## config.mk

```make
export PLATFORM = sky130hd
export DESIGN_NAME = hbp_engine
export DESIGN_NICKNAME = d
export VERILOG_FILES = /design/src/hbp_pkg.sv /design/src/hbp_engine.sv
export VERILOG_INCLUDE_DIRS = /design/src
export SDC_FILE = /design/constraint.sdc
export NUM_CORES = 1
export LEC_CHECK = 0
export BUFFER_PORTS_ARGS = -buffer_cell sky130_fd_sc_hd__clkbuf_2
export CORE_UTILIZATION = 50
export DETAILED_ROUTE_END_ITERATION = 12
export PLACE_DENSITY = 0.77
export SLEW_MARGIN = 5
export SYNTH_ARGS = -nofsm -noshare
export SYNTH_HDL_FRONTEND = slang
export SYNTH_SLANG_ARGS = --single-unit
export TNS_END_PERCENT = 50
```

## constraint.sdc

```tcl
create_clock -name clk -period 2.2 [get_ports clk]
set_input_delay 0.11 -clock clk [delete_from_list [all_inputs] [get_ports clk]]
set_output_delay 0.11 -clock clk [all_outputs]
set_load 0.01 [all_outputs]
```

## src/hbp_defines.svh

```systemverilog
// Register offsets, field positions, reset values and constants of the HDLC byte engine
`ifndef HBP_DEFINES_SVH
`define HBP_DEFINES_SVH

// Register byte offsets
`define HBP_OFS_CTRL 8'h00
`define HBP_OFS_STATUS 8'h04
`define HBP_OFS_TXB 8'h08
`define HBP_OFS_TXO 8'h0C
`define HBP_OFS_RXI 8'h10
`define HBP_OFS_RXB 8'h14
`define HBP_OFS_TCRC 8'h18
`define HBP_OFS_RCRC 8'h1C
`define HBP_OFS_CLKSEL 8'h20
`define HBP_OFS_CMP0 8'h40
`define HBP_OFS_MSK0 8'h50

// Control register bits
`define HBP_CTL_TX_EN 0
`define HBP_CTL_RX_EN 1
`define HBP_CTL_POLY_LO 2
`define HBP_CTL_POLY_HI 3
`define HBP_CTL_INIT 4
`define HBP_CTL_TCRC_EN 5
`define HBP_CTL_RCRC_EN 6
`define HBP_CTL_AUTO_CLR 7
`define HBP_CTL_CMP_EN_LSB 8
`define HBP_CTL_IRQ_CAUSE 12

// Status register bits
`define HBP_ST_TX_IRQ 0
`define HBP_ST_RX_IRQ 1
`define HBP_ST_SC_IRQ 2
`define HBP_ST_TXO_FULL 3
`define HBP_ST_TX_PEND 4
`define HBP_ST_RX_PEND 5
`define HBP_ST_TX_BUSY 6
`define HBP_ST_RX_BUSY 7

// Processing clock select codes {bit1, bit0}
`define HBP_CLK_F1 2'b01
`define HBP_CLK_F8 2'b11
`define HBP_CLK_F2N 2'b10
`define HBP_F8_DIV 8'h08

// Check polynomial and presets
`define HBP_POLY_HDLC_SEL 2'b11
`define HBP_POLY_HDLC 16'h1021
`define HBP_CRC_PRESET_ONE 16'hFFFF
`define HBP_CRC_PRESET_ZERO 16'h0000
`define HBP_STUFF_RUN 3'h5
`define HBP_ONES_MAX 3'h7
`define HBP_BYTE_BITS 4'h8

`endif

```

## src/hbp_pkg.sv

```systemverilog
// Types shared by the HDLC byte engine
package hbp_pkg;

   typedef enum logic {HBP_IDLE, HBP_SHIFT} hbp_phase_e;

   typedef struct packed {
      logic [7:0] addr;
      logic [31:0] wdata;
      logic wr;
      logic rd;
   } hbp_bus_s;

   typedef struct packed {
      logic tx_irq_request;
      logic rx_irq_request;
      logic special_comm_irq_request;
   } hbp_irq_s;

   typedef struct packed {
      logic [12:0] ctrl;
      logic [1:0] clk_sel;
      logic [7:0] div_cnt;
      logic [7:0] tx_buffer_reg;
      logic tx_pending;
      hbp_phase_e tx_phase;
      logic [7:0] tx_shift;
      logic [3:0] tx_bits;
      logic [2:0] tx_ones;
      logic [7:0] tx_acc;
      logic [3:0] tx_acc_cnt;
      logic [7:0] tx_output_reg;
      logic tx_out_full;
      logic [15:0] tx_crc;
      logic [7:0] rx_input_reg;
      logic rx_pending;
      hbp_phase_e rx_phase;
      logic [7:0] rx_shift;
      logic [3:0] rx_bits;
      logic [2:0] rx_ones;
      logic [7:0] rx_acc;
      logic [3:0] rx_acc_cnt;
      logic [7:0] rx_buffer_reg;
      logic [15:0] rx_crc;
      logic [3:0][7:0] cmp;
      logic [3:0][7:0] msk;
      hbp_irq_s irq;
      logic [31:0] rdata;
   } hbp_state_s;

endpackage

```

## src/hbp_engine.sv

```systemverilog
// HDLC byte engine: bit stuffing, destuffing, pattern compare and running CRC
//
// Functional notes
// - Input and output are whole 8-bit words; input alignment is free.
// - Transmit byte is stuffed and delivered to the readable output register.
// - Receive input byte is destuffed and assembled into the receive buffer.
// - Receive input byte is also copied into the transmit buffer for comparing.
// - Transmit inserts a zero after five ones in a row.
// - Receive deletes the zero that follows five ones in a row.
// - Polynomial select 11 gives x16 + x12 + x5 + 1.
// - Initial-value bit one presets the check accumulator to FFFF.
// - Transmit check result readable when transmit check is enabled.
// - Transmit check result is reset while transmit enable is zero.
// - Receive check result readable when receive check is enabled.
// - With auto clear, a flag match on compare three resets receive check.
// - Transmit starts only with transmit enabled and buffer written.
// - Receive starts only with receive enabled and input written.
// - Cause zero: transmit request when buffer moves into shift register.
// - Cause one: transmit request when shift output reaches output register.
// - Transmit request also when received byte lands in the transmit buffer.
// - Receive request when an assembled byte reaches the receive buffer.
// - Receive request also when the input byte moves into the shift register.
// - Special request when received data matches any enabled compare register.
// - Check value updates once per converted data bit, both directions.
// - Transmit conversion stalls once a further byte is assembled while the output register holds unread data.
//
// Decided for this implementation: the placing of the registers and strobed register access.
`timescale 1ns/1ps
`include "hbp_defines.svh"

module hbp_engine #(
   parameter logic [7:0] F2N_DIV = 8'h02
) (
   // Clock and reset
   input wire logic clk,
   input wire logic reset_n,
   // Register port
   input wire logic [7:0] addr,
   input wire logic [31:0] wdata,
   input wire logic wr,
   input wire logic rd,
   output logic [31:0] rdata,
   // Request flags
   output logic tx_irq_request,
   output logic rx_irq_request,
   output logic special_comm_irq_request
);

   hbp_pkg::hbp_state_s state_reg;
   hbp_pkg::hbp_state_s state_next;
   hbp_pkg::hbp_bus_s bus;
   logic [3:0] match;

   // Bus signals gathered into one carrier
   assign bus = '{addr: addr, wdata: wdata, wr: wr, rd: rd};

   // One MSB-first step of the check register; other selects hold the value
   function automatic logic [15:0] crc_step(input logic [15:0] crc, input logic bit_in,
                                            input logic [1:0] sel);
      logic fb;
      fb = crc[15] ^ bit_in;
      if (sel == `HBP_POLY_HDLC_SEL)
      begin
         crc_step = {crc[14:0], 1'b0} ^ (fb ? `HBP_POLY_HDLC : 16'h0000);
      end
      else
      begin
         crc_step = crc;
      end
   endfunction

   // Masked compare of the received byte against each enabled pattern
   generate
      for (genvar j = 0; j < 4; j++)
      begin : g_cmp
         assign match[j] = state_reg.ctrl[`HBP_CTL_CMP_EN_LSB + j] &&
            (((state_reg.rx_input_reg ^ state_reg.cmp[j]) & ~state_reg.msk[j]) == 8'h00);
      end
   endgenerate

   // Next-state logic
   always_comb
   begin
      logic tick;
      logic tx_set;
      logic rx_set;
      logic sc_set;
      logic [2:0] clr;
      logic [1:0] sel;
      logic [15:0] preset;
      logic b;
      logic [3:0] idx;
      tick = 1'b0;
      tx_set = 1'b0;
      rx_set = 1'b0;
      sc_set = 1'b0;
      clr = 3'b000;
      b = 1'b0;
      idx = 4'h0;
      state_next = state_reg;
      sel = {state_reg.ctrl[`HBP_CTL_POLY_HI], state_reg.ctrl[`HBP_CTL_POLY_LO]};
      preset = state_reg.ctrl[`HBP_CTL_INIT] ? `HBP_CRC_PRESET_ONE
                                             : `HBP_CRC_PRESET_ZERO;
      state_next.rdata = 32'h0000_0000;

      // Processing rate; a stopped select freezes conversion but not the bus
      unique case (state_reg.clk_sel)
         `HBP_CLK_F1:
         begin
            tick = 1'b1;
         end
         `HBP_CLK_F8:
         begin
            tick = (state_reg.div_cnt == `HBP_F8_DIV - 8'h01);
         end
         `HBP_CLK_F2N:
         begin
            tick = (state_reg.div_cnt >= F2N_DIV - 8'h01);
         end
         default:
         begin
            tick = 1'b0;
         end
      endcase
      state_next.div_cnt = tick ? 8'h00 : state_reg.div_cnt + 8'h01;

      // Transmit: emit an assembled byte first, otherwise convert one bit
      if (state_reg.tx_acc_cnt == `HBP_BYTE_BITS)
      begin
         if (!state_reg.tx_out_full)
         begin
            state_next.tx_output_reg = state_reg.tx_acc;
            state_next.tx_out_full = 1'b1;
            state_next.tx_acc_cnt = 4'h0;
            tx_set = state_reg.ctrl[`HBP_CTL_IRQ_CAUSE];
         end
      end
      else if (tick && state_reg.tx_phase == hbp_pkg::HBP_SHIFT)
      begin
         state_next.tx_acc_cnt = state_reg.tx_acc_cnt + 4'h1;
         if (state_reg.tx_ones == `HBP_STUFF_RUN)
         begin
            // Stuffed zero is not data, so the check value does not see it
            state_next.tx_acc = {1'b0, state_reg.tx_acc[7:1]};
            state_next.tx_ones = 3'h0;
         end
         else
         begin
            b = state_reg.tx_shift[0];
            state_next.tx_acc = {b, state_reg.tx_acc[7:1]};
            state_next.tx_ones = b ? state_reg.tx_ones + 3'h1 : 3'h0;
            state_next.tx_shift = {1'b0, state_reg.tx_shift[7:1]};
            state_next.tx_bits = state_reg.tx_bits - 4'h1;
            if (state_reg.ctrl[`HBP_CTL_TCRC_EN])
            begin
               state_next.tx_crc = crc_step(state_reg.tx_crc, b, sel);
            end
            if (state_reg.tx_bits == 4'h1)
            begin
               state_next.tx_phase = hbp_pkg::HBP_IDLE;
            end
         end
      end

      // Transmit: move the buffer into the shift register
      if (state_reg.tx_pending && state_reg.tx_phase == hbp_pkg::HBP_IDLE)
      begin
         state_next.tx_shift = state_reg.tx_buffer_reg;
         state_next.tx_bits = `HBP_BYTE_BITS;
         state_next.tx_phase = hbp_pkg::HBP_SHIFT;
         state_next.tx_pending = 1'b0;
         tx_set = tx_set | !state_reg.ctrl[`HBP_CTL_IRQ_CAUSE];
      end

      // Receive: convert one bit, dropping the zero after five ones
      if (tick && state_reg.rx_phase == hbp_pkg::HBP_SHIFT)
      begin
         b = state_reg.rx_shift[0];
         state_next.rx_shift = {1'b0, state_reg.rx_shift[7:1]};
         state_next.rx_bits = state_reg.rx_bits - 4'h1;
         if (state_reg.rx_bits == 4'h1)
         begin
            state_next.rx_phase = hbp_pkg::HBP_IDLE;
         end
         if (state_reg.rx_ones == `HBP_STUFF_RUN && !b)
         begin
            state_next.rx_ones = 3'h0;
         end
         else
         begin
            // Runs past five ones are flags or aborts; count saturates
            state_next.rx_ones = !b ? 3'h0 : (state_reg.rx_ones == `HBP_ONES_MAX ?
               `HBP_ONES_MAX : state_reg.rx_ones + 3'h1);
            if (state_reg.ctrl[`HBP_CTL_RCRC_EN])
            begin
               state_next.rx_crc = crc_step(state_reg.rx_crc, b, sel);
            end
            if (state_reg.rx_acc_cnt == `HBP_BYTE_BITS - 4'h1)
            begin
               state_next.rx_buffer_reg = {b, state_reg.rx_acc[7:1]};
               state_next.rx_acc_cnt = 4'h0;
               rx_set = 1'b1;
            end
            else
            begin
               state_next.rx_acc = {b, state_reg.rx_acc[7:1]};
               state_next.rx_acc_cnt = state_reg.rx_acc_cnt + 4'h1;
            end
         end
      end

      // Receive: take the input byte, copy it for comparing, run the compare
      if (state_reg.rx_pending && state_reg.rx_phase == hbp_pkg::HBP_IDLE)
      begin
         state_next.rx_shift = state_reg.rx_input_reg;
         state_next.rx_bits = `HBP_BYTE_BITS;
         state_next.rx_phase = hbp_pkg::HBP_SHIFT;
         state_next.rx_pending = 1'b0;
         state_next.tx_buffer_reg = state_reg.rx_input_reg;
         tx_set = 1'b1;
         rx_set = 1'b1;
         sc_set = |match;
         if (match[3] && state_reg.ctrl[`HBP_CTL_AUTO_CLR])
         begin
            state_next.rx_crc = preset;
         end
      end

      // Register writes
      if (bus.wr)
      begin
         unique case (bus.addr)
            `HBP_OFS_CTRL:
            begin
               state_next.ctrl = bus.wdata[12:0];
            end
            `HBP_OFS_STATUS:
            begin
               clr = bus.wdata[2:0];
            end
            `HBP_OFS_TXB:
            begin
               if (state_reg.ctrl[`HBP_CTL_TX_EN])
               begin
                  state_next.tx_buffer_reg = bus.wdata[7:0];
                  state_next.tx_pending = 1'b1;
               end
            end
            `HBP_OFS_RXI:
            begin
               if (state_reg.ctrl[`HBP_CTL_RX_EN])
               begin
                  state_next.rx_input_reg = bus.wdata[7:0];
                  state_next.rx_pending = 1'b1;
               end
            end
            `HBP_OFS_RCRC:
            begin
               state_next.rx_crc = preset;
            end
            `HBP_OFS_CLKSEL:
            begin
               state_next.clk_sel = bus.wdata[1:0];
            end
            default:
            begin
               if (bus.addr[7:4] == `HBP_OFS_CMP0 >> 4)
               begin
                  state_next.cmp[bus.addr[3:2]] = bus.wdata[7:0];
               end
               else if (bus.addr[7:4] == `HBP_OFS_MSK0 >> 4)
               begin
                  state_next.msk[bus.addr[3:2]] = bus.wdata[7:0];
               end
            end
         endcase
      end

      // Transmit disable presets its check value and drops a pending byte
      if (!state_reg.ctrl[`HBP_CTL_TX_EN])
      begin
         state_next.tx_crc = preset;
         state_next.tx_pending = 1'b0;
      end

      // Register reads; data stands only in the following cycle
      if (bus.rd)
      begin
         idx = {2'b00, bus.addr[3:2]};
         unique case (bus.addr)
            `HBP_OFS_CTRL:
            begin
               state_next.rdata = {19'h0_0000, state_reg.ctrl};
            end
            `HBP_OFS_STATUS:
            begin
               state_next.rdata = {24'h00_0000,
                  state_reg.rx_phase == hbp_pkg::HBP_SHIFT,
                  state_reg.tx_phase == hbp_pkg::HBP_SHIFT,
                  state_reg.rx_pending, state_reg.tx_pending, state_reg.tx_out_full,
                  state_reg.irq.special_comm_irq_request,
                  state_reg.irq.rx_irq_request, state_reg.irq.tx_irq_request};
            end
            `HBP_OFS_TXB:
            begin
               state_next.rdata = {24'h00_0000, state_reg.tx_buffer_reg};
            end
            `HBP_OFS_TXO:
            begin
               state_next.rdata = {24'h00_0000, state_reg.tx_output_reg};
               // Reading frees the output register; a same-cycle refill wins
               if (state_reg.tx_acc_cnt != `HBP_BYTE_BITS || state_reg.tx_out_full)
               begin
                  state_next.tx_out_full = 1'b0;
               end
            end
            `HBP_OFS_RXI:
            begin
               state_next.rdata = {24'h00_0000, state_reg.rx_input_reg};
            end
            `HBP_OFS_RXB:
            begin
               state_next.rdata = {24'h00_0000, state_reg.rx_buffer_reg};
            end
            `HBP_OFS_TCRC:
            begin
               state_next.rdata = {16'h0000, state_reg.tx_crc};
            end
            `HBP_OFS_RCRC:
            begin
               state_next.rdata = {16'h0000, state_reg.rx_crc};
            end
            `HBP_OFS_CLKSEL:
            begin
               state_next.rdata = {30'h0000_0000, state_reg.clk_sel};
            end
            default:
            begin
               if (bus.addr[7:4] == `HBP_OFS_CMP0 >> 4)
               begin
                  state_next.rdata = {24'h00_0000, state_reg.cmp[idx[1:0]]};
               end
               else if (bus.addr[7:4] == `HBP_OFS_MSK0 >> 4)
               begin
                  state_next.rdata = {24'h00_0000, state_reg.msk[idx[1:0]]};
               end
            end
         endcase
      end

      // Sticky flags: write one clears, a same-cycle event wins
      state_next.irq.tx_irq_request =
         (state_reg.irq.tx_irq_request & ~clr[`HBP_ST_TX_IRQ]) | tx_set;
      state_next.irq.rx_irq_request =
         (state_reg.irq.rx_irq_request & ~clr[`HBP_ST_RX_IRQ]) | rx_set;
      state_next.irq.special_comm_irq_request =
         (state_reg.irq.special_comm_irq_request & ~clr[`HBP_ST_SC_IRQ]) | sc_set;
   end

   // State register
   always_ff @(posedge clk)
   begin
      if (!reset_n)
      begin
         state_reg <= '0;
         state_reg.tx_phase <= hbp_pkg::HBP_IDLE;
         state_reg.rx_phase <= hbp_pkg::HBP_IDLE;
      end
      else
      begin
         state_reg <= state_next;
      end
   end

   // Outputs straight from the state register
   assign rdata = state_reg.rdata;
   assign tx_irq_request = state_reg.irq.tx_irq_request;
   assign rx_irq_request = state_reg.irq.rx_irq_request;
   assign special_comm_irq_request = state_reg.irq.special_comm_irq_request;

endmodule // hbp_engine

```

Word-level counts from Yosys, hierarchy flattened
Index checks and enable logic that the tools add are counted.
W data, S select, Z words.
{ "totals": {"register_bits": 245, "latch_bits": 0, "ram_bits": 0, "mem_bits_ro": 0, "input_bits": 44, "wordCells": 234, "mem_count": 0} }
{ "classes": {"addsub": 7, "mul": 0, "div": 0, "order_cmp": 3, "n_eq_ne": 31, "n_shift": 0, "mux": 72, "bitwise_logic": 36, "n_reduce_logical": 47} }
{ "op_table": {"columns": ["op", "count"], "rows": [
  ["$mux W16", 12],
  ["$pmux W16 S9", 1],
  ["$mux W32", 3],
  ["$mux W80", 1],
  ["$bwmux W32", 2],
  ["$mux W64", 1],
  ["$mux W8", 8],
  ["$mux W13", 4],
  ["$mux W52", 1],
  ["$logic_not A8 Y1", 5],
  ["$mux W36", 1],
  ["$and A8 B8 Y8", 4],
  ["$bmux W8 S2", 2],
  ["$eq A8 B5 Y1 const B", 4],
  ["$not A8 Y8", 4],
  ["$xor A16 B13 Y16", 2],
  ["$xor A8 B8 Y8", 4],
  ["$mux W14", 2],
  ["$mux W28", 1],
  ["$mux W9", 3],
  ["$mux W24", 1],
  ["$mux W1", 18],
  ["$mux W3", 6],
  ["$reduce_and A2 Y1", 9],
  ["other kinds (37)", 97]
]} }

Longest topological paths before layout
{ "depth": {"ltp_word": 11, "depth_mapped": 10, "depth_no_buf": 8} }

Least setup slack after synthesis
Ideal clock, no wire load.
{ "synth_path": {"path_kind": "reg-to-reg", "start": "register state_reg[229] (netlist name)", "end": "register state_reg[104] (netlist name)", "setup_time_ps": 133, "arrival_ps": 2251, "required_time_ps": 2067, "path_slack_ps": -183, "stages_incl_launch_ff": 9, "path_buffers": 2, "synth_period_minus_slack_ps": 2383, "cell_sequence": "dfxtp_1 -> or4_4 -> o311a_4 -> nor3_4 -> and4_4 -> buf_12 -> buf_12 -> mux2i_1 -> a21oi_1"} }
{ "synth_via": {"elab_chain_len": 8} }
{ "synth_lines": {"columns": ["item", "line_no", "source"], "rows": [
  ["from (decl)", "hbp_engine.sv:49", "hbp_pkg::hbp_state_s state_reg;"],
  ["from (signal assigned)", "hbp_engine.sv:371", "state_reg <= state_next;"],
  ["$ge A8 B1 Y1 / $eq A8 B3 Y1 (equally long branches)", "hbp_engine.sv:118, hbp_engine.sv:114", null],
  ["$pmux W1 S3 *", "hbp_engine.sv:107", "unique case (state_reg.clk_sel)"],
  ["$logic_and A1 B1 Y1 *", "hbp_engine.sv:176", "if (tick && state_reg.rx_phase == hbp_pkg::HBP_SHIFT)"],
  ["$mux W52 *", "hbp_engine.sv:176", null],
  ["$mux W16", "hbp_engine.sv:223", "if (match[3] && state_reg.ctrl[`HBP_CTL_AUTO_CLR])"],
  ["$mux W16 *", "hbp_engine.sv:213", "if (state_reg.rx_pending && state_reg.rx_phase == hbp_pkg::HBP_IDLE)"],
  ["$mux W16", "hbp_engine.sv:232", "unique case (bus.addr)"],
  ["$mux W80 *", "hbp_engine.sv:230", "if (bus.wr)"]
]} }
Mark *: on every way between the ends. The rest lies on a longest branch, timed or not. The select of a mux whose other input is x is not followed.
A chain may end at the register's enable or synchronous reset.

Worst setup path in the final report
{ "layout_path": {"start": "register state_reg[229] (netlist name)", "end": "register state_reg[111] (netlist name)"} }
Same word-level chain as after synthesis.

==> metrics <==
outcome=complete, but fails checks; failing checks=negative setup slack; vias in the first global route=8668; Layout area overhead=15.4%; register area=0.00457 sq mm; DR iter-0 viols=743; pwr/cell area=between 600 and 700 mW/mm^2; Synth top area share=41.8%; endpoints failing hold=0; DRT Pass-1 Iters=5; Die Height=150 um; Synth Cell Area=around 0.011 sq mm; fin area=0.0126 sq mm; Static Leak=4.82 nW; Critical Path AT=2690 ps; Post-synth EDFFs=0; minimum clock period=about 2300 ps; nets=~1300; Final Cycle Share=105%; post-DP HPWL=21000 um; Seq pwr share=about half; share of layout cells above drive strength 1=16.8%; area leader, netlist=dfxtp_1; fill cell count=1792; Yosys warnings=0; initial core utilization=51.4%; Synth area leaders=dfxtp_1 (42%), mux2i_1 (9.4%), nand2_1 (5.2%); Overall Global Routing Usage=between 20% and 30%; H-tree Lvls=1; Worst Clk Skew=10.2 ps; Residual DRC=0; top-count cell post-synth=dfxtp_1; Switching Share=21.8%; Gate Count Post-Synth=1221; Pint=0.00653 W; top fanout value on the critical path=16; Detailed Route WL=30000 um; first-pass GRT wire length=47100 um; CTS root buf=clkbuf_16; multi-input logic area=a little under 0.006 sq mm; DP Cell Count=about 1500; clock share of power=46.1%; Cell Count, Final, Fillers Out=~1600; Worst Tran Pin Value=1110 ps; routability congestion estimate=roughly 1; die area=0.0224 sq mm; synth unique cells=66; Switch Pwr=0.00183 W; largest net degree at the start of global routing=53; combinational power share=4.3%; critical path type=register to register; drt via density=5.95; Sink Count=228; CTS tree=built; routed len/inst=around 19 um; RSZ-0062 raised after global routing=yes; max-cap viol count=0; CTS Buf Count=23; fmax=about 430 MHz; maximum vdd drop=0.454 mV; CTS clk-pin slew, worst paths=60 ps; #FFs+latches synth=228; Seq/Total Area, Yosys=about two fifths; mean cell area of the mapped netlist=8.94 sq um; Post-synth top cells=dfxtp_1 (228), nand2_1 (151), mux2i_1 (102); Post-DP Area=0.0115 sq mm; chip width=approximately 150 um; Worst Setup Start Kind=register; setup ws final=-110 ps; Slew Viols, Final=0; number of port buffers=43; # IOs=79; # setup viols final=28; via count=9264; ys flop type=dfxtp_1; Worst setup EP type=register; antenna violations before repair=0; Slew headroom=25.8%; clk_lat worst skew=510 ps; Core Area=0.0212 sq mm; grt total ovfl=0; Clock Path Buffers=3; Antenna diodes=0; Required @ worst endpoint=between 2000 and 3000 ps; Tightest Hold Check Type=primary input to register; # rows=53; ANT nets after route=0; Async SR Flop Fraction=0%
-- logic make-up after synthesis --
logic type,after synthesis,share of synthesized area (%)
adders and majority gates,14,1.61
other,1,0.0344
DFF,228,41.8
and+or+nand+nor,425,18.1
AOI/OAI and AO/OA,244,15.3
muxes,120,12.9
xor gates and xnor gates,52,4.17
buffers and inverters,137,6.15
-- layer usage --
metal / GRT usage (%) / vias up / wire length [um]
met1: 35.6 / 4382 / 12400
li1: - / 4306 / -
met5: 0 / - / 0
met3: 3.48 / 89 / 2690
met2: 43.1 / 487 / 13700
met4: 12.7 / 0 / 1270
-- cells in the final DEF (no fill, tap or decap), types with 7 or more instances in the layout --
master / netlist / layout
a211oi_1: 11 / 11
a21boi_0: 32 / 32
a21boi_1: 10 / 10
a21oi_1: 67 / 67
a22oi_1: 16 / 16
and2_1: 10 / 10
and3_1: 10 / 8
buf_4: 32 / 67
clkbuf_16: 0 / 24
clkbuf_2: 0 / 42
clkbuf_8: 0 / 7
conb_1: 1 / 16
dfxtp_1: 228 / 226
dlygate4sd3_1: 0 / 9
ha_1: 14 / 13
inv_1: 13 / 12
mux2i_1: 102 / 102
mux4_2: 16 / 16
nand2_1: 151 / 148
nand3_1: 53 / 52
nor2_1: 99 / 97
nor2b_1: 46 / 46
nor3_1: 25 / 18
nor3_2: 2 / 8
o211a_1: 18 / 18
o21ai_0: 27 / 27
o21ai_1: 11 / 10
o22ai_1: 12 / 12
xnor2_1: 42 / 42
xor2_1: 10 / 10
-- power groups by stage --
| stage | Clock [W] | Sequential (W) | Combinational (W) |
|---|---|---|---|
| after global placement | 0 | 0.00424 | 0.000329 |
| after global routing | 0.00407 | 0.00415 | 0.000379 |
| after floorplan | 0 | 0.00424 | 0.000240 |
| final | 0.00386 | 0.00415 | 0.000356 |
| after CTS | 0.00390 | 0.00415 | 0.000347 |
| after detailed placement | 0 | 0.00424 | 0.000333 |
-- path summary, 6_finish.rpt --
kind                       start              to  slack, ps  depth (start not counted)
hold / removal          wdata[5]        register         30                          3
setup / recovery  state_reg[229]  state_reg[111]       -110                          7
hold reg to reg   state_reg[189]  state_reg[189]        470                          2
setup reg to reg  state_reg[229]  state_reg[111]       -110                          7
-- repair_timing --
item / CTS / global route
pin swaps: 4 / 10
gates cloned: 0 / 1
buffers inserted: 1 / 2
resized for setup: 8 / 25
setup endpoints to repair: 56 / 86
hold buffers: 9 / 0
endpoints found under the hold margin: 14 / 0
-- per-stage QoR --
step / hold slack, ps / total power, W / setup slack (ps) / util (%) / setup TNS (ps)
after floorplan: 257 / 0.00448 / -66.9 / - / -685
after global placement: 358 / 0.00457 / -78.1 / 54.4 / -622
after detailed placement: 370 / 0.00457 / -98.3 / 54.4 / -1600
after CTS: 3.47 / 0.00839 / -123 / 58.6 / -1830
after global routing: 34.0 / 0.00860 / -162 / 59.3 / -4800
final: 26.0 / 0.00836 / -110 / 59.3 / -1110
-- worst max-delay path: stages, from the launching register on --
cell and delay [ps]:
dfxtp_1 310, or4_4 560, o311a_4 350, nor3_4 200
and4_4 270, buf_12 170, mux2i_1 230, a21oi_1 100
-- cell type report --
class / count / area share [%]
tap: 275 / 2.73
sequential: 228 / 36.3
timing repair buffer: 128 / 7.66
multi-input combinational: 871 / 47.0
clock buffer: 34 / 5.46
inverter: 14 / 0.417
clock inverter: 7 / 0.497
(Power assumes the default switching activity.)
